`src/shared/key_unlock_map.vh`:
```
// Register map, field positions, signatures and reset values of the key unlock block.
// Included by the design file and the testbench; definitions only.
`ifndef KEY_UNLOCK_MAP_VH
`define KEY_UNLOCK_MAP_VH

// AXI4-Lite byte addresses (index times four)
`define KU_KEY_STATUS_ADDR 8'h1c
`define KU_RESET_REQ_ADDR 8'h20
`define KU_SYS_CTRL_ADDR 8'h28
`define KU_SYS_STATUS_ADDR 8'h2c
`define KU_KEY_DATA_ADDR 8'h30
`define KU_KEY_LOAD_ADDR 8'h34
`define KU_SYNC_EDGE_ADDR 8'h38
`define KU_UROW_ADDR_ADDR 8'h3c

// Key status field positions
`define KU_KS_ERASE 3
`define KU_KS_PROG 4
`define KU_KS_UROW 5
// System control fields
`define KU_SC_KEEP_CLOCK_REQUEST 0
`define KU_SC_COMMIT 1
// System status fields
`define KU_SS_LOCKED 0
`define KU_SS_USER_ROW_PROGRAMMING_FLAG 2
`define KU_SS_PROG 3
`define KU_SS_SLEEP 4
`define KU_SS_RSTSYS 5

// Activation signatures
`define KU_SIG_ERASE 64'h4e564d4572617365
`define KU_SIG_PROG 64'h4e564d50726f6720
`define KU_SIG_UROW 64'h4e564d5573267465
`define KU_RESET_CLEAR 8'h00

// Reset values
`define KU_SYS_CTRL_RESET 8'h01
`define KU_KEEP_CLOCK_REQUEST_RESET 1'b1
`define KU_BOD_ACTIVE 2'h1
`define KU_UROW_BYTES 32

`endif

```
`src/hw/key_unlock_access.v`:
```
// Access layer of a single-wire debug port: activation keys, system reset
// request, lock/programming/sleep status, sync-edge event, clock keep-alive.
// Assumes an AXI4-Lite master stands for the physical layer and that the
// system side supplies lock, sleep and completion levels synchronous to aclk.
//
// Register access over AXI4-Lite and the register addresses are this design's own decisions.
`timescale 1ns/1ps
`default_nettype none
`include "key_unlock_map.vh"

// Function
// - Protected function activates only after the exact key is shifted in.
// - Keys are 64 bits, low byte first, three fixed signatures.
// - Erase key starts full erase, clears lock; cleared by port disable/reset.
// - Programming key works only when unlocked; cleared on completion or reset.
// - User-row key works only while locked; cleared by status write or reset.
// - Active programming key survives a later erase key.
// - Each key has a readable status bit.
// - Reset signature asserts system reset until zero is written.
// - Debugger polls lock bit after erase reset until it reads zero.
// - Locked port has no system bus access, only control space.
// - Brown-out detector forced active with fuse threshold during erase.
// - Programming: key, reset pulse, poll flag, write, reset pulse.
// - User-row mode accepts only first 32 RAM bytes, copied one-to-one.
// - Debugger sets commit bit then polls user-row flag until zero.
// - SRAM reads refused in user-row mode.
// - Unmaskable event for every rising edge in the sync character.
// - Physical layer clock keeps running in sleep while port enabled.
// - No system bus access while sleep stops the CPU clock; here a set clock request bit keeps access open.
// - Sleep flag reads one in idle or deeper sleep.
// - Clock request bit, default one, keeps system clock on in sleep.
module key_unlock_access #(
	parameter ADDR_WIDTH = 8
) (
	input wire aclk,
	input wire aresetn,
	input wire [ADDR_WIDTH-1:0] s_axi_awaddr,
	input wire s_axi_awvalid,
	output wire s_axi_awready,
	input wire [31:0] s_axi_wdata,
	input wire [3:0] s_axi_wstrb,
	input wire s_axi_wvalid,
	output wire s_axi_wready,
	output reg [1:0] s_axi_bresp,
	output reg s_axi_bvalid,
	input wire s_axi_bready,
	input wire [ADDR_WIDTH-1:0] s_axi_araddr,
	input wire s_axi_arvalid,
	output wire s_axi_arready,
	output reg [31:0] s_axi_rdata,
	output reg [1:0] s_axi_rresp,
	output reg s_axi_rvalid,
	input wire s_axi_rready,
	input wire port_enable,
	input wire sync_edge_seen,
	input wire lock_bits_set,
	input wire erase_done,
	input wire program_done,
	input wire user_row_done,
	input wire [1:0] brownout_threshold_fuse,
	input wire system_sleep_idle_or_deeper,
	input wire cpu_clock_stopped,
	input wire sram_read_request,
	input wire [5:0] sram_write_addr,
	input wire sram_write_request,
	output reg system_reset,
	output reg erase_start,
	output reg brownout_force,
	output reg [1:0] brownout_threshold,
	output reg sync_edge_event,
	output reg keep_clock_request,
	output reg phy_clock_run,
	output reg system_bus_allowed,
	output reg sram_read_allowed,
	output reg sram_write_allowed,
	output reg user_row_commit
);

	reg erase_key_active;
	reg memory_program_key;
	reg user_row_key_active;
	reg erase_busy_reg;
	reg [31:0] key_shift_reg;
	reg [31:0] sync_count_reg;
	reg aw_held_reg;
	reg w_held_reg;
	reg [ADDR_WIDTH-1:0] aw_addr_reg;
	reg [31:0] w_data_reg;
	reg [3:0] w_strb_reg;
	wire wr_fire;
	wire user_row_programming_flag;
	wire device_locked_flag;
	wire system_sleeping_flag;
	wire [63:0] key_candidate;
	wire key_load;
	wire [2:0] key_match;
	wire memory_program_flag;
	wire wr_key_data;
	wire wr_key_status;
	wire wr_reset_req;
	wire wr_sys_ctrl;
	reg user_row_finished_reg;
	genvar g;

	// Decode a byte address into a known-register hit
	function is_mapped;
		input [ADDR_WIDTH-1:0] a;
		begin
			case (a)
				`KU_KEY_STATUS_ADDR, `KU_RESET_REQ_ADDR, `KU_SYS_CTRL_ADDR,
				`KU_SYS_STATUS_ADDR, `KU_KEY_DATA_ADDR, `KU_KEY_LOAD_ADDR,
				`KU_SYNC_EDGE_ADDR, `KU_UROW_ADDR_ADDR: is_mapped = 1'b1;
				default: is_mapped = 1'b0;
			endcase
		end
	endfunction

	// Signature that opens key slot n: 0 erase, 1 programming, 2 user row
	function [63:0] key_signature;
		input integer n;
		begin
			case (n)
				0: key_signature = `KU_SIG_ERASE;
				1: key_signature = `KU_SIG_PROG;
				default: key_signature = `KU_SIG_UROW;
			endcase
		end
	endfunction

	// Write address and data are captured independently, in either order
	assign s_axi_awready = !aw_held_reg && !s_axi_bvalid;
	assign s_axi_wready = !w_held_reg && !s_axi_bvalid;
	assign wr_fire = aw_held_reg && w_held_reg && !s_axi_bvalid;
	// One read in flight: a new address waits until the data is taken
	assign s_axi_arready = !s_axi_rvalid;

	// Status levels come straight from the system side
	assign device_locked_flag = lock_bits_set;
	assign system_sleeping_flag = system_sleep_idle_or_deeper;
	// user-row mode only while locked; drops once the row is copied
	assign user_row_programming_flag = user_row_key_active && lock_bits_set && !system_reset &&
		!user_row_finished_reg;
	// programming enabled only unlocked and out of system reset
	assign memory_program_flag = memory_program_key && !lock_bits_set && !system_reset;
	// low word first, upper word triggers comparison
	assign key_candidate = {w_data_reg, key_shift_reg};
	assign key_load = wr_fire && aw_addr_reg == `KU_KEY_LOAD_ADDR;

	// one full 64-bit comparator per key; a partial match sets nothing
	generate
		for (g = 0; g < 3; g = g + 1) begin : g_match
			assign key_match[g] = key_load && key_candidate == key_signature(g);
		end
	endgenerate

	// Write strobes, each decoded once; byte 0 carries every control field
	assign wr_key_data = wr_fire && aw_addr_reg == `KU_KEY_DATA_ADDR && w_strb_reg == 4'hf;
	assign wr_key_status = wr_fire && aw_addr_reg == `KU_KEY_STATUS_ADDR && w_strb_reg[0];
	assign wr_reset_req = wr_fire && aw_addr_reg == `KU_RESET_REQ_ADDR && w_strb_reg[0];
	assign wr_sys_ctrl = wr_fire && aw_addr_reg == `KU_SYS_CTRL_ADDR && w_strb_reg[0];

	// Write channel holding registers
	always @(posedge aclk) begin
		if (!aresetn) begin
			aw_held_reg <= 1'b0;
			w_held_reg <= 1'b0;
			aw_addr_reg <= {ADDR_WIDTH{1'b0}};
			w_data_reg <= 32'h00000000;
			w_strb_reg <= 4'h0;
			s_axi_bvalid <= 1'b0;
			s_axi_bresp <= 2'h0;
		end else begin
			if (s_axi_awvalid && s_axi_awready) begin
				aw_held_reg <= 1'b1;
				aw_addr_reg <= s_axi_awaddr;
			end
			if (s_axi_wvalid && s_axi_wready) begin
				w_held_reg <= 1'b1;
				w_data_reg <= s_axi_wdata;
				w_strb_reg <= s_axi_wstrb;
			end
			if (wr_fire) begin
				aw_held_reg <= 1'b0;
				w_held_reg <= 1'b0;
				s_axi_bvalid <= 1'b1;
				s_axi_bresp <= is_mapped(aw_addr_reg) ? 2'h0 : 2'h2; // SLVERR unmapped
			end else if (s_axi_bvalid && s_axi_bready) begin
				s_axi_bvalid <= 1'b0;
			end
		end
	end

	// Register writes, key matching and key lifetime
	always @(posedge aclk) begin
		if (!aresetn) begin
			key_shift_reg <= 32'h0;
			erase_key_active <= 1'b0;
			memory_program_key <= 1'b0;
			user_row_key_active <= 1'b0;
			system_reset <= 1'b0;
			keep_clock_request <= `KU_KEEP_CLOCK_REQUEST_RESET;
			user_row_commit <= 1'b0;
			erase_busy_reg <= 1'b0;
			user_row_finished_reg <= 1'b0;
		end else begin
			// Commit is a one-cycle strobe unless written below
			user_row_commit <= 1'b0;
			if (wr_key_data)
				key_shift_reg <= w_data_reg;
			// erase key lost when port disabled
			if (!port_enable)
				erase_key_active <= 1'b0;
			else if (key_match[0])
				erase_key_active <= 1'b1;
			// erase key leaves programming key alone
			// mismatch changes nothing; a new key beats a completion
			if (key_match[1])
				memory_program_key <= 1'b1;
			else if (program_done)
				memory_program_key <= 1'b0;
			// cleared by status write, new key wins
			if (key_match[2])
				user_row_key_active <= 1'b1;
			else if (wr_key_status && w_data_reg[`KU_KS_UROW])
				user_row_key_active <= 1'b0;
			// flag drops once the row copy reports done, until the key goes
			if (user_row_done && user_row_key_active)
				user_row_finished_reg <= 1'b1;
			else if (!user_row_key_active)
				user_row_finished_reg <= 1'b0;
			if (wr_reset_req)
				system_reset <= w_data_reg[7:0] != `KU_RESET_CLEAR;
			if (wr_sys_ctrl) begin
				keep_clock_request <= w_data_reg[`KU_SC_KEEP_CLOCK_REQUEST];
				user_row_commit <= w_data_reg[`KU_SC_COMMIT] && user_row_programming_flag;
			end
			// Every reset pulse with the erase key held starts another erase
			// erase runs from reset pulse until done
			if (erase_done)
				erase_busy_reg <= 1'b0;
			else if (erase_key_active && system_reset)
				erase_busy_reg <= 1'b1;
		end
	end

	// Sync character edge event and counter
	always @(posedge aclk) begin
		if (!aresetn) begin
			sync_edge_event <= 1'b0;
			sync_count_reg <= 32'h0;
		end else begin
			sync_edge_event <= sync_edge_seen;
			// Count wraps; the debugger only compares successive reads
			if (sync_edge_seen)
				sync_count_reg <= sync_count_reg + 32'h1;
		end
	end

	// Erase side effects and link clock, registered for clean levels
	always @(posedge aclk) begin
		if (!aresetn) begin
			erase_start <= 1'b0;
			brownout_force <= 1'b0;
			brownout_threshold <= 2'h0;
			phy_clock_run <= 1'b0;
		end else begin
			// erase held for the whole busy window
			erase_start <= erase_busy_reg;
			brownout_force <= erase_busy_reg;
			brownout_threshold <= brownout_threshold_fuse;
			phy_clock_run <= port_enable;
		end
	end

	// Access gates; at the next edge a lock closes bus and SRAM read, a reset closes bus and SRAM write
	always @(posedge aclk) begin
		if (!aresetn) begin
			system_bus_allowed <= 1'b0;
			sram_read_allowed <= 1'b0;
			sram_write_allowed <= 1'b0;
		end else begin
			system_bus_allowed <= !lock_bits_set && !system_reset &&
				(!cpu_clock_stopped || keep_clock_request);
			// no SRAM read in user-row mode
			sram_read_allowed <= sram_read_request && !user_row_programming_flag &&
				!lock_bits_set;
			sram_write_allowed <= sram_write_request && user_row_programming_flag &&
				sram_write_addr < `KU_UROW_BYTES;
		end
	end

	// Read channel
	always @(posedge aclk) begin
		if (!aresetn) begin
			s_axi_rvalid <= 1'b0;
			s_axi_rdata <= 32'h0;
			s_axi_rresp <= 2'h0;
		end else if (s_axi_arvalid && s_axi_arready) begin
			// Address decoded at acceptance, so the data cannot shift later
			s_axi_rvalid <= 1'b1;
			s_axi_rresp <= is_mapped(s_axi_araddr) ? 2'h0 : 2'h2;
			s_axi_rdata <= 32'h0;
			case (s_axi_araddr)
				`KU_KEY_STATUS_ADDR: begin
					s_axi_rdata[`KU_KS_ERASE] <= erase_key_active;
					s_axi_rdata[`KU_KS_PROG] <= memory_program_key;
					s_axi_rdata[`KU_KS_UROW] <= user_row_key_active;
				end
				`KU_RESET_REQ_ADDR: s_axi_rdata[0] <= system_reset;
				`KU_SYS_CTRL_ADDR: s_axi_rdata[`KU_SC_KEEP_CLOCK_REQUEST] <= keep_clock_request;
				`KU_SYS_STATUS_ADDR: begin
					s_axi_rdata[`KU_SS_LOCKED] <= device_locked_flag;
					s_axi_rdata[`KU_SS_USER_ROW_PROGRAMMING_FLAG] <= user_row_programming_flag;
					s_axi_rdata[`KU_SS_PROG] <= memory_program_flag;
					s_axi_rdata[`KU_SS_SLEEP] <= system_sleeping_flag;
					s_axi_rdata[`KU_SS_RSTSYS] <= system_reset;
				end
				`KU_KEY_DATA_ADDR: s_axi_rdata <= key_shift_reg;
				`KU_SYNC_EDGE_ADDR: s_axi_rdata <= sync_count_reg;
				// Reserved and unmapped offsets read as zero
				default: s_axi_rdata <= 32'h0;
			endcase
		end else if (s_axi_rvalid && s_axi_rready) begin
			s_axi_rvalid <= 1'b0;
		end
	end

endmodule
`default_nettype wire

```
`config.mk`:
```
export PLATFORM = sky130hd
export DESIGN_NAME = key_unlock_access
export DESIGN_NICKNAME = d
export VERILOG_FILES = /design/src/hw/key_unlock_access.v
export VERILOG_INCLUDE_DIRS = /design/src /design/src/shared
export SDC_FILE = /design/constraint.sdc
export NUM_CORES = 1
export LEC_CHECK = 0
export BUFFER_PORTS_ARGS = -buffer_cell sky130_fd_sc_hd__buf_2
export CAP_MARGIN = 5
export CORE_MARGIN = 4
export CORE_UTILIZATION = 55
export DETAILED_ROUTE_END_ITERATION = 10
export MAX_ROUTING_LAYER = met4
export PLACE_DENSITY_LB_ADDON = 0.05
export SLEW_MARGIN = 20
export SYNTH_ARGS = -nofsm -noshare
export SYNTH_HDL_FRONTEND = slang
export SYNTH_SLANG_ARGS = --single-unit
```
`constraint.sdc`:
```
create_clock -name aclk -period 2.2 [get_ports aclk]
set_clock_uncertainty 0.15 [all_clocks]
set_input_delay 0.44 -clock aclk [delete_from_list [all_inputs] [get_ports aclk]]
set_output_delay 0.44 -clock aclk [all_outputs]
set_load 0.03 [all_outputs]
```
-- Yosys cells after proc, flatten, opt, wreduce, memory -nomap -nowiden
Cells that the tools add are included.
- flip-flop bits (word level): 164
- input bits: 77
- output and inout port bits: 53
- word-level logic and storage cells: 131
- add/sub/neg operators: 1
- $lt $le $gt $ge: 1
- equality and inequality tests: 21
- mux-type cells: 23
- bitwise logic cells: 1
- reduce and logical (&&, ||, !) cells: 57
- operators by type and width (cell ; count):
    $eq A64 B63 Y1 const B ; 3
    $eq A8 B6 Y1 const B ; 14
    $pmux W26 S2 ; 1
    $logic_and A1 B1 Y1 ; 36
    $add A32 B1 Y32 const B ; 1
    $eq A8 B5 Y1 const B ; 2
    $mux W1 ; 16
    $reduce_or A8 Y1 ; 2
    $pmux W3 S4 ; 1
    $logic_not A1 Y1 ; 9
    $reduce_bool A2 Y1 ; 4
    $reduce_bool A8 Y1 ; 1
    $lt A6 B6 Y1 const B ; 1
    $pmux W1 S5 ; 1
    $eq A4 B4 Y1 const B ; 1
    $mux W2 ; 2
    $reduce_and A2 Y1 ; 2
    $reduce_or A2 Y1 ; 2
    $pmux W1 S3 ; 1
    $ne A2 B1 Y1 const B ; 1
    $pmux W1 S2 ; 1
    $logic_or A1 B1 Y1 ; 1
    $not A1 Y1 ; 1

-- Depth between registers and ports, before layout
Gate-level depths: netlist of run 1.
- depth after elaboration: 7
- gate-level depth with buffers: 9
- mapped depth without buffers: 6

-- Least setup slack after synthesis of run 1
Ideal clock, no wire load.
- path kind: register to register
- start point: register s_axi_bvalid
- end point: register key_shift_reg[10]
- library setup time: 0.117 ns
- data arrival time: 1.768 ns
- data required time: 1.933 ns
- path slack: 0.165 ns
- cell stages (with the launch flop): 10
- buffers on the path: 4
- period minus slack after synthesis: 2.035 ns
- path through: dfxtp_1 buf_2 and3b_1 buf_4 nand4b_1 or3_1 buf_6 buf_6 nand3_1 o21ai_1
- longest elaborated chain between the ends: 4
- RTL lines (what ; RTL line ; RTL):
    start, declared ; key_unlock_access.v:45 ; output reg s_axi_bvalid,
    start signal, assigned ; key_unlock_access.v:170 ; s_axi_bvalid <= 1'b0;
    start signal, assigned ; key_unlock_access.v:185 ; s_axi_bvalid <= 1'b1;
    start signal, assigned ; key_unlock_access.v:188 ; s_axi_bvalid <= 1'b0;
    $logic_not A1 Y1 ; key_unlock_access.v:133 ; assign wr_fire = aw_held_reg && w_held_reg && !s_axi_bvalid;
    $logic_and A1 B1 Y1 ; key_unlock_access.v:133 ;
    $logic_and A1 B1 Y1 (no line) ; n/a ;
    $logic_and A1 B1 Y1 ; key_unlock_access.v:157 ; assign wr_key_data = wr_fire && aw_addr_reg == `KU_KEY_DATA_ADDR && w_strb_reg == 4'hf;
    end signal, assigned ; key_unlock_access.v:209 ; key_shift_reg <= w_data_reg;
    end, declared ; key_unlock_access.v:83 ; reg [31:0] key_shift_reg;
Every way passes these cells.
A chain may end at the register's enable or synchronous reset.

-- Worst setup path in the final report of run 1
- start point: register sync_count_reg[1]
- end point: register sync_count_reg[26]
- longest elaborated chain between the ends: 1
- RTL lines (what ; RTL line ; RTL):
    start, declared ; key_unlock_access.v:84 ; reg [31:0] sync_count_reg;
    start signal, assigned ; key_unlock_access.v:255 ; sync_count_reg <= sync_count_reg + 32'h1;
    $add A32 B1 Y32 ; key_unlock_access.v:255 ;
Every way passes these cells.

==> metrics.json, run 1 <==
{
  "biggest_cell_delay_along_the_critical_path": {"value": 0.45, "unit": "ns"},
  "core.rowCount": {"value": 40},
  "pre_cts_ws": {"value": 0.110, "unit": "ns"},
  "worst_pin_slew": {"value": 0.717, "unit": "ns"},
  "synth_cell_type_count": {"value": 62},
  "status": {"value": "complete, no violations"},
  "antenna_found_initial": {"value": 0},
  "post_layout_net_count": {"value": 994},
  "dr.first_iter.drc_count": {"value": 561},
  "maximum_clock_path_buffer_count": {"value": 2},
  "crit_family": {"value": "simple AND/OR/NAND/NOR gates"},
  "num_antenna_cells": {"value": 0},
  "synth_cells": {"value": 803},
  "leakagePower": {"value": 3.29, "unit": "nW"},
  "syn-cell-area": {"value": 6880, "unit": "um^2"},
  "dieHeight": {"value": 120, "unit": "um"},
  "dr_total_vias": {"value": 6068},
  "synth.yosys.warnings": {"value": 0},
  "timing.setup.critical_path_class": {"value": "reg -> reg"},
  "worst-endpoint-arrival": {"value": 2.24, "unit": "ns"},
  "finalSetupViolCount": {"value": 0},
  "syn-mean-instance-area": {"value": 8.57, "unit": "um^2"},
  "final_cells": {"value": 1097},
  "die_area": {"value": 14400, "unit": "um^2"},
  "cts.reportedPaths.clkPinSlew": {"value": 0.06, "unit": "ns"},
  "crit_chain": {"value": "ha_1 -> nand3_1 -> nor2_4 -> nand4_1 -> or3_1 -> a21oi_1"},
  "cpMaxStageDelayCell": {"value": "sky130_fd_sc_hd__dfxtp_1"},
  "vias_per_cell": {"value": 5.53},
  "detail_route.wirelength": {"value": 17500, "unit": "um"},
  "totalNegativeSetupSlack": {"value": 0, "unit": "ns"},
  "vias_in_the_first_global_route": {"value": 5600},
  "final_period_minus_worst_setup_slack": {"value": 2.04, "unit": "ns"},
  "primary_flip_flop_cell_chosen_by_synthesis_mapping": {"value": "sky130_fd_sc_hd__dfxtp_1"},
  "cts_inserted_buffers": {"value": 17},
  "maxSlewViolCount": {"value": 0},
  "final_hold_viol_count": {"value": 0},
  "sequential_share_of_the_synthesized_area": {"value": 47.1, "unit": "%"},
  "clock_tree.htree_level_count": {"value": 4},
  "synth_xor_area_share": {"value": 2.54, "unit": "%"},
  "finalCritPeriodShare": {"value": 92.5, "unit": "%"},
  "end_kind": {"value": "register"},
  "number_of_routed_nets_with_antenna_violations": {"value": 0},
  "hpwl": {"value": 12800, "unit": "um"},
  "fillerInstances": {"value": 1035},
  "clock.fmax": {"value": 491, "unit": "MHz"},
  "global_route.usage.total": {"value": 25.2, "unit": "%"},
  "rsz0062_at_grt": {"value": "no"},
  "grt.overflow.total": {"value": 0},
  "synth-compound-area-share": {"value": 13.5, "unit": "%"},
  "drc": {"value": 0},
  "boundaryPins": {"value": 130},
  "worst-path-buf-inv": {"value": 0},
  "post_synthesis_simple_gate_area_fraction": {"value": 26.6, "unit": "%"},
  "start_util": {"value": 56.8, "unit": "%"},
  "dr.pass1.iters": {"value": 5},
  "normalized_max_slew_margin": {"value": 52.2, "unit": "%"},
  "place.port_buffers": {"value": 122},
  "wl_per_cell": {"value": 16.0, "unit": "um"},
  "grt_max_degree": {"value": 65},
  "synthMuxAreaShare": {"value": 5.23, "unit": "%"},
  "number_of_synthesized_flops_with_an_enable_pin": {"value": 0},
  "worst-path-max-fanout": {"value": 6},
  "grt_pass1_wl": {"value": 28200, "unit": "um"},
  "dpl.cell_count": {"value": 1064},
  "synth.ff_latch_count": {"value": 162},
  "tritoncts_clock_tree": {"value": "done"},
  "critPathLaunchType": {"value": "register"},
  "clkSinkCount": {"value": 162},
  "synth_top_family_by_area": {"value": "simple AND/OR/NAND/NOR gates"},
  "maxCapViolations": {"value": 0},
  "post_route_cells_drive_above_1_share": {"value": 21.0, "unit": "%"},
  "synth-adder-area-share": {"value": 0.182, "unit": "%"},
  "async_reset_ff_share": {"value": 0, "unit": "%"},
  "gp_congestion": {"value": 0.852},
  "syn_to_final_growth": {"value": 20.4, "unit": "%"},
  "cts.root.buffer_cell": {"value": "sky130_fd_sc_hd__clkbuf_16"},
  "peakVddDrop": {"value": 554, "unit": "uV"},
  "core_region_area": {"value": 12100, "unit": "um^2"},
  "clock_latency": {"value": 0.43, "unit": "ns"},
  "setup_slack": {"value": 0.165, "unit": "ns"},
  "worstPathRequired": {"value": 2.41, "unit": "ns"},
  "hp-class": {"value": "in -> reg"},
  "power-per-cell-area": {"value": 785, "unit": "nW/um^2"},
  "die_w": {"value": 120, "unit": "um"},
  "design_power_total": {"value": 6.51, "unit": "mW"}
}
[cell usage after synthesis, drive strengths merged, types with 2 or more instances]
library cell,instances,share of area (%)
dfxtp,162,47
nand2,132,7.2
nor2,75,4.2
a21oi,55,4.0
o21ai,55,4.0
nand3,47,3.5
mux2i,36,5.2
clkbuf,28,1.5
buf,27,2.7
nand4,26,2.9
a2bb2oi,23,2.9
xor2,14,1.8
and2,12,1.1
or3,11,1.0
nor3,9,0.65
inv,8,0.44
and3,7,0.65
nor4,7,0.85
xnor2,6,0.76
nor2b,5,0.45
nor4bb,5,0.73
and4,4,0.53
nand2b,4,0.36
nor3b,4,0.51
nor4b,4,0.51
a32o,3,0.44
a32oi,3,0.38
a211oi,2,0.22
a22o,2,0.25
a22oi,2,0.22
and4b,2,0.29
nand3b,2,0.22
nand4b,2,0.25
o22ai,2,0.18
or3b,2,0.25
or4,2,0.22
[cells in the final DEF (no fill, tap or decap), types with 3 or more instances in the layout]
cell type	n
sky130_fd_sc_hd__dfxtp_1	162
sky130_fd_sc_hd__inv_1	8
sky130_fd_sc_hd__a32oi_1	3
sky130_fd_sc_hd__a32o_1	3
sky130_fd_sc_hd__nor2_1	73
sky130_fd_sc_hd__and4_1	3
sky130_fd_sc_hd__nor4_1	6
sky130_fd_sc_hd__buf_2	122
sky130_fd_sc_hd__a21oi_1	55
sky130_fd_sc_hd__clkbuf_8	5
sky130_fd_sc_hd__a2bb2oi_1	23
sky130_fd_sc_hd__nand3_1	46
sky130_fd_sc_hd__nand2b_1	4
sky130_fd_sc_hd__o21ai_1	32
sky130_fd_sc_hd__clkbuf_16	17
sky130_fd_sc_hd__buf_12	5
sky130_fd_sc_hd__buf_4	21
sky130_fd_sc_hd__or3_1	10
sky130_fd_sc_hd__xnor2_1	6
sky130_fd_sc_hd__nand4_1	23
sky130_fd_sc_hd__o21ai_0	23
sky130_fd_sc_hd__nor4bb_1	5
sky130_fd_sc_hd__nor3_1	9
sky130_fd_sc_hd__mux2i_1	36
sky130_fd_sc_hd__and2_1	12
sky130_fd_sc_hd__nor3b_1	3
sky130_fd_sc_hd__nor2b_1	5
sky130_fd_sc_hd__nand2_1	131
sky130_fd_sc_hd__clkinv_2	3
sky130_fd_sc_hd__nor4b_1	4
sky130_fd_sc_hd__xor2_1	14
sky130_fd_sc_hd__and3_1	6
[worst register-to-register path: stages, from the launching register on]
cell and delay [ns]:
sky130_fd_sc_hd__dfxtp_1 0.45, sky130_fd_sc_hd__ha_1 0.26, sky130_fd_sc_hd__nand3_1 0.14, sky130_fd_sc_hd__nor2_4 0.18
sky130_fd_sc_hd__nand4_1 0.26, sky130_fd_sc_hd__or3_1 0.39, sky130_fd_sc_hd__a21oi_1 0.14
[power by group]
group	internal [mW]	switching, mW	leakage, nW
registers	3.01	0.0649	1.31
logic	0.184	0.299	1.68
clock network	1.82	1.14	0.296
total	5.01	1.50	3.29
[path summary, 6_finish.rpt]
check | end | startpoint | cells past startpoint | slack, ns
worst min-delay path | erase_busy_reg | erase_done | 2 | 0.02
worst max-delay path | sync_count_reg[26] | sync_count_reg[1] | 6 | 0.16
worst min register to register | brownout_force | erase_busy_reg | 1 | 0.32
worst max register to register | sync_count_reg[26] | sync_count_reg[1] | 6 | 0.16
[layer usage]
layer	vias up	global-route usage (%)	wire length, um	part of all wire [%]
met5	-	-	0	0
met4	0	6.01	131	0.75
met3	12	5.94	1040	5.9
met2	183	38.8	8210	47
met1	2824	33.9	8130	46
li1	3049	-	-	-
[logic make-up after synthesis]
group	after synthesis
multiplexers	36
adder cells (fa/ha/maj)	1
flip-flops	162
XOR/XNOR	20
buffers and inverters	64
other	1
AO/OA/AOI/OAI	155
AND/OR/NAND/NOR	364
[final cells by class]
type                            instances  area, um^2  share of cell area (%)
Clock inverter                          8         100                    1.21
Multi-Input combinational cell        578        3330                    40.2
Timing Repair Buffer                  148         868                    10.5
Tap cell                              168         210                    2.54
Inverter                                9        33.8                   0.407
Sequential cell                       162        3240                    39.1
Clock buffer                           24         502                    6.05
[what timing repair did]
action,in CTS,in global routing
resized for setup,0,2
endpoints found under the hold margin,0,0
setup endpoints to repair,0,6
hold buffers,0,0
setup buffers,0,1
[stage by stage]
stage / area (um^2) / utilization, % / hold WS, ns
finish: 8290 / 68.5 / 0.0212
CTS: 8280 / 68.3 / 0.00349
floorplan: 6890 / - / 0.281
global route: 8290 / 68.5 / 0.00680
detailed placement: 7680 / 63.4 / 0.302
global placement: 7680 / 63.4 / 0.293
Power figures use the tool's default switching activity.
==> run 2: changes to the inputs <==
CTS_BUF_LIST = sky130_fd_sc_hd__clkbuf_2 sky130_fd_sc_hd__clkbuf_4 sky130_fd_sc_hd__clkbuf_8   (was unset)
==> run 2 against run 1 <==
  * Critical path depth stayed put
  * Total power is 11% lower
  * Clock power is 25% lower
  * Count of clock-buffer cells in the layout stayed put
  * Flip-flop and latch count stayed put
  * First-iteration DRC count is 2.1% lower
  * Critical endpoint unchanged
  * Largest power group unchanged
==> metrics.json, run 2 (same netlist as run 1, synthesis figures left out) <==
{
  "crit_chain": {"value": "ha_1 -> nand3_1 -> nor2_4 -> nand4_1 -> or3_1 -> a21oi_1"},
  "pre_cts_ws": {"value": 0.110, "unit": "ns"},
  "maxSlewViolCount": {"value": 0},
  "finalCritPeriodShare": {"value": 93.4, "unit": "%"},
  "cts.reportedPaths.clkPinSlew": {"value": 0.08, "unit": "ns"},
  "post_dp_cell_area": {"value": 7680, "unit": "um^2"},
  "status": {"value": "complete, no violations"},
  "final_common_cell": {"value": "sky130_fd_sc_hd__dfxtp_1"},
  "seqCellArea": {"value": 3240, "unit": "um^2"},
  "ff2ff_path_depth": {"value": 6},
  "depth_of_the_worst_hold_timing_path": {"value": 2},
  "biggest_cell_delay_along_the_critical_path": {"value": 0.45, "unit": "ns"},
  "final_period_minus_worst_setup_slack": {"value": 2.05, "unit": "ns"},
  "critical_path.reg2reg.endpoint": {"value": "sync_count_reg[26]"},
  "post-route-util": {"value": 67.3, "unit": "%"},
  "vias_in_the_first_global_route": {"value": 5575},
  "cts_inserted_buffers": {"value": 17},
  "footprint_of_the_multi_input_gates": {"value": 3330, "unit": "um^2"},
  "crit_family": {"value": "simple AND/OR/NAND/NOR gates"},
  "dpl.cell_count": {"value": 1064},
  "syn_to_final_growth": {"value": 18.4, "unit": "%"},
  "hpwl": {"value": 12800, "unit": "um"},
  "worst-path-max-fanout": {"value": 6},
  "die_w": {"value": 120, "unit": "um"},
  "final_hold_viol_count": {"value": 0},
  "power-per-cell-area": {"value": 710, "unit": "nW/um^2"},
  "final_cells": {"value": 1101},
  "worst-endpoint-arrival": {"value": 2.30, "unit": "ns"},
  "totalNegativeSetupSlack": {"value": 0, "unit": "ns"},
  "clock.fmax": {"value": 487, "unit": "MHz"},
  "drc": {"value": 0},
  "clock_tree.htree_level_count": {"value": 4},
  "worst-path-buf-inv": {"value": 0},
  "cpMaxStageDelayCell": {"value": "sky130_fd_sc_hd__dfxtp_1"},
  "antenna_found_initial": {"value": 0},
  "core_region_area": {"value": 12100, "unit": "um^2"},
  "worst_hold_path.endpoint": {"value": "brownout_threshold[1]"},
  "tritoncts_clock_tree": {"value": "done"},
  "normalized_max_slew_margin": {"value": 52.1, "unit": "%"},
  "detail_route.wirelength": {"value": 17300, "unit": "um"},
  "critPathLaunchType": {"value": "register"},
  "start_util": {"value": 56.8, "unit": "%"},
  "place.port_buffers": {"value": 122},
  "dr.pass1.iters": {"value": 5},
  "timing.setup.critical_path_class": {"value": "reg -> reg"},
  "boundaryPins": {"value": 130},
  "clkSinkCount": {"value": 162},
  "number_of_routed_nets_with_antenna_violations": {"value": 0},
  "core.rowCount": {"value": 40},
  "wl_per_cell": {"value": 15.7, "unit": "um"},
  "grt.overflow.total": {"value": 0},
  "post_layout_net_count": {"value": 998},
  "die_area": {"value": 14400, "unit": "um^2"},
  "timing.hold.worst.start": {"value": "brownout_threshold_fuse[1]"},
  "timing.reg2reg.setup_slack": {"value": 0.15, "unit": "ns"},
  "gp_congestion": {"value": 0.852},
  "peakVddDrop": {"value": 475, "unit": "uV"},
  "maxCapViolations": {"value": 0},
  "leakagePower": {"value": 3.23, "unit": "nW"},
  "grt_pass1_wl": {"value": 27900, "unit": "um"},
  "dr.first_iter.drc_count": {"value": 549},
  "clock_latency": {"value": 0.46, "unit": "ns"},
  "cts.root.buffer_cell": {"value": "sky130_fd_sc_hd__clkbuf_8"},
  "end_kind": {"value": "register"},
  "timing.rr.start": {"value": "sync_count_reg[1]"},
  "worst_pin_slew": {"value": 0.718, "unit": "ns"},
  "hp-class": {"value": "in -> reg"},
  "worstPathRequired": {"value": 2.44, "unit": "ns"},
  "num_antenna_cells": {"value": 0},
  "vias_per_cell": {"value": 5.50},
  "fillerInstances": {"value": 1046},
  "dieHeight": {"value": 120, "unit": "um"},
  "setup_slack": {"value": 0.146, "unit": "ns"},
  "rsz0062_at_grt": {"value": "no"},
  "finalSetupViolCount": {"value": 0},
  "commonest_cells_after_routing_fill_and_taps_aside": {"value": "sky130_fd_sc_hd__dfxtp_1 (162), sky130_fd_sc_hd__nand2_1 (131), sky130_fd_sc_hd__buf_2 (122)"},
  "grt_max_degree": {"value": 65},
  "post_route_cells_drive_above_1_share": {"value": 21.1, "unit": "%"},
  "dr_total_vias": {"value": 6061},
  "maximum_clock_path_buffer_count": {"value": 2},
  "design_area": {"value": 8150, "unit": "um^2"},
  "global_route.usage.total": {"value": 25.0, "unit": "%"}
}
## run 2: timing repair
action | 4_1_cts | 5_1_grt
buffers inserted | 0 | 1
hold buffers | 4 | 0
hold endpoints to repair | 4 | 0
endpoints found under the setup margin | 0 | 6
gates resized for setup | 0 | 2
## run 2: layout make-up
type                       count  share of cell area, %
multi-input combinational    578                   40.9
sequential                   162                   39.8
timing repair buffer         152                   11.1
clock buffer                  24                   3.90
tap                          168                   2.58
clock inverter                 8                   1.23
inverter                       9                  0.415
## run 2: power by group
| group | internal [mW] | total [mW] | switching, mW |
|---|---|---|---|
| sequential | 3.00 | 3.07 | 0.0631 |
| combinational | 0.188 | 0.488 | 0.300 |
| clock | 1.18 | 2.23 | 1.04 |
## run 2: metrics by stage
step / hold WS [ns] / power (mW)
final: 0.0349 / 5.78
after global routing: 0.00504 / 6.02
after CTS: 0.00339 / 5.83
after detailed placement: 0.302 / 3.62
after global placement: 0.293 / 3.60
after floorplan: 0.281 / 3.43
## run 2: metal layers
layer / share of wire, % / up-vias / global-route usage [%] / wire, um
met3: 5.9 / 12 / 6.50 / 1020
met5: 0 / - / - / 0
met1: 47 / 2811 / 33.5 / 8090
li1: - / 3051 / - / -
met4: 0.77 / 0 / 5.37 / 133
met2: 47 / 187 / 38.6 / 8070
## run 2: how the worst max path moves through the flow
stage	from	end	depth (start not counted)
2_1_floorplan	s_axi_bvalid	key_shift_reg[10]	9
3_3_place_gp	sync_count_reg[1]	sync_count_reg[26]	6
3_5_place_dp	sync_count_reg[1]	sync_count_reg[26]	6
4_1_cts	sync_count_reg[1]	sync_count_reg[26]	6
5_1_grt	aw_addr_reg[2]	memory_program_key	5
6_report	sync_count_reg[1]	sync_count_reg[26]	6
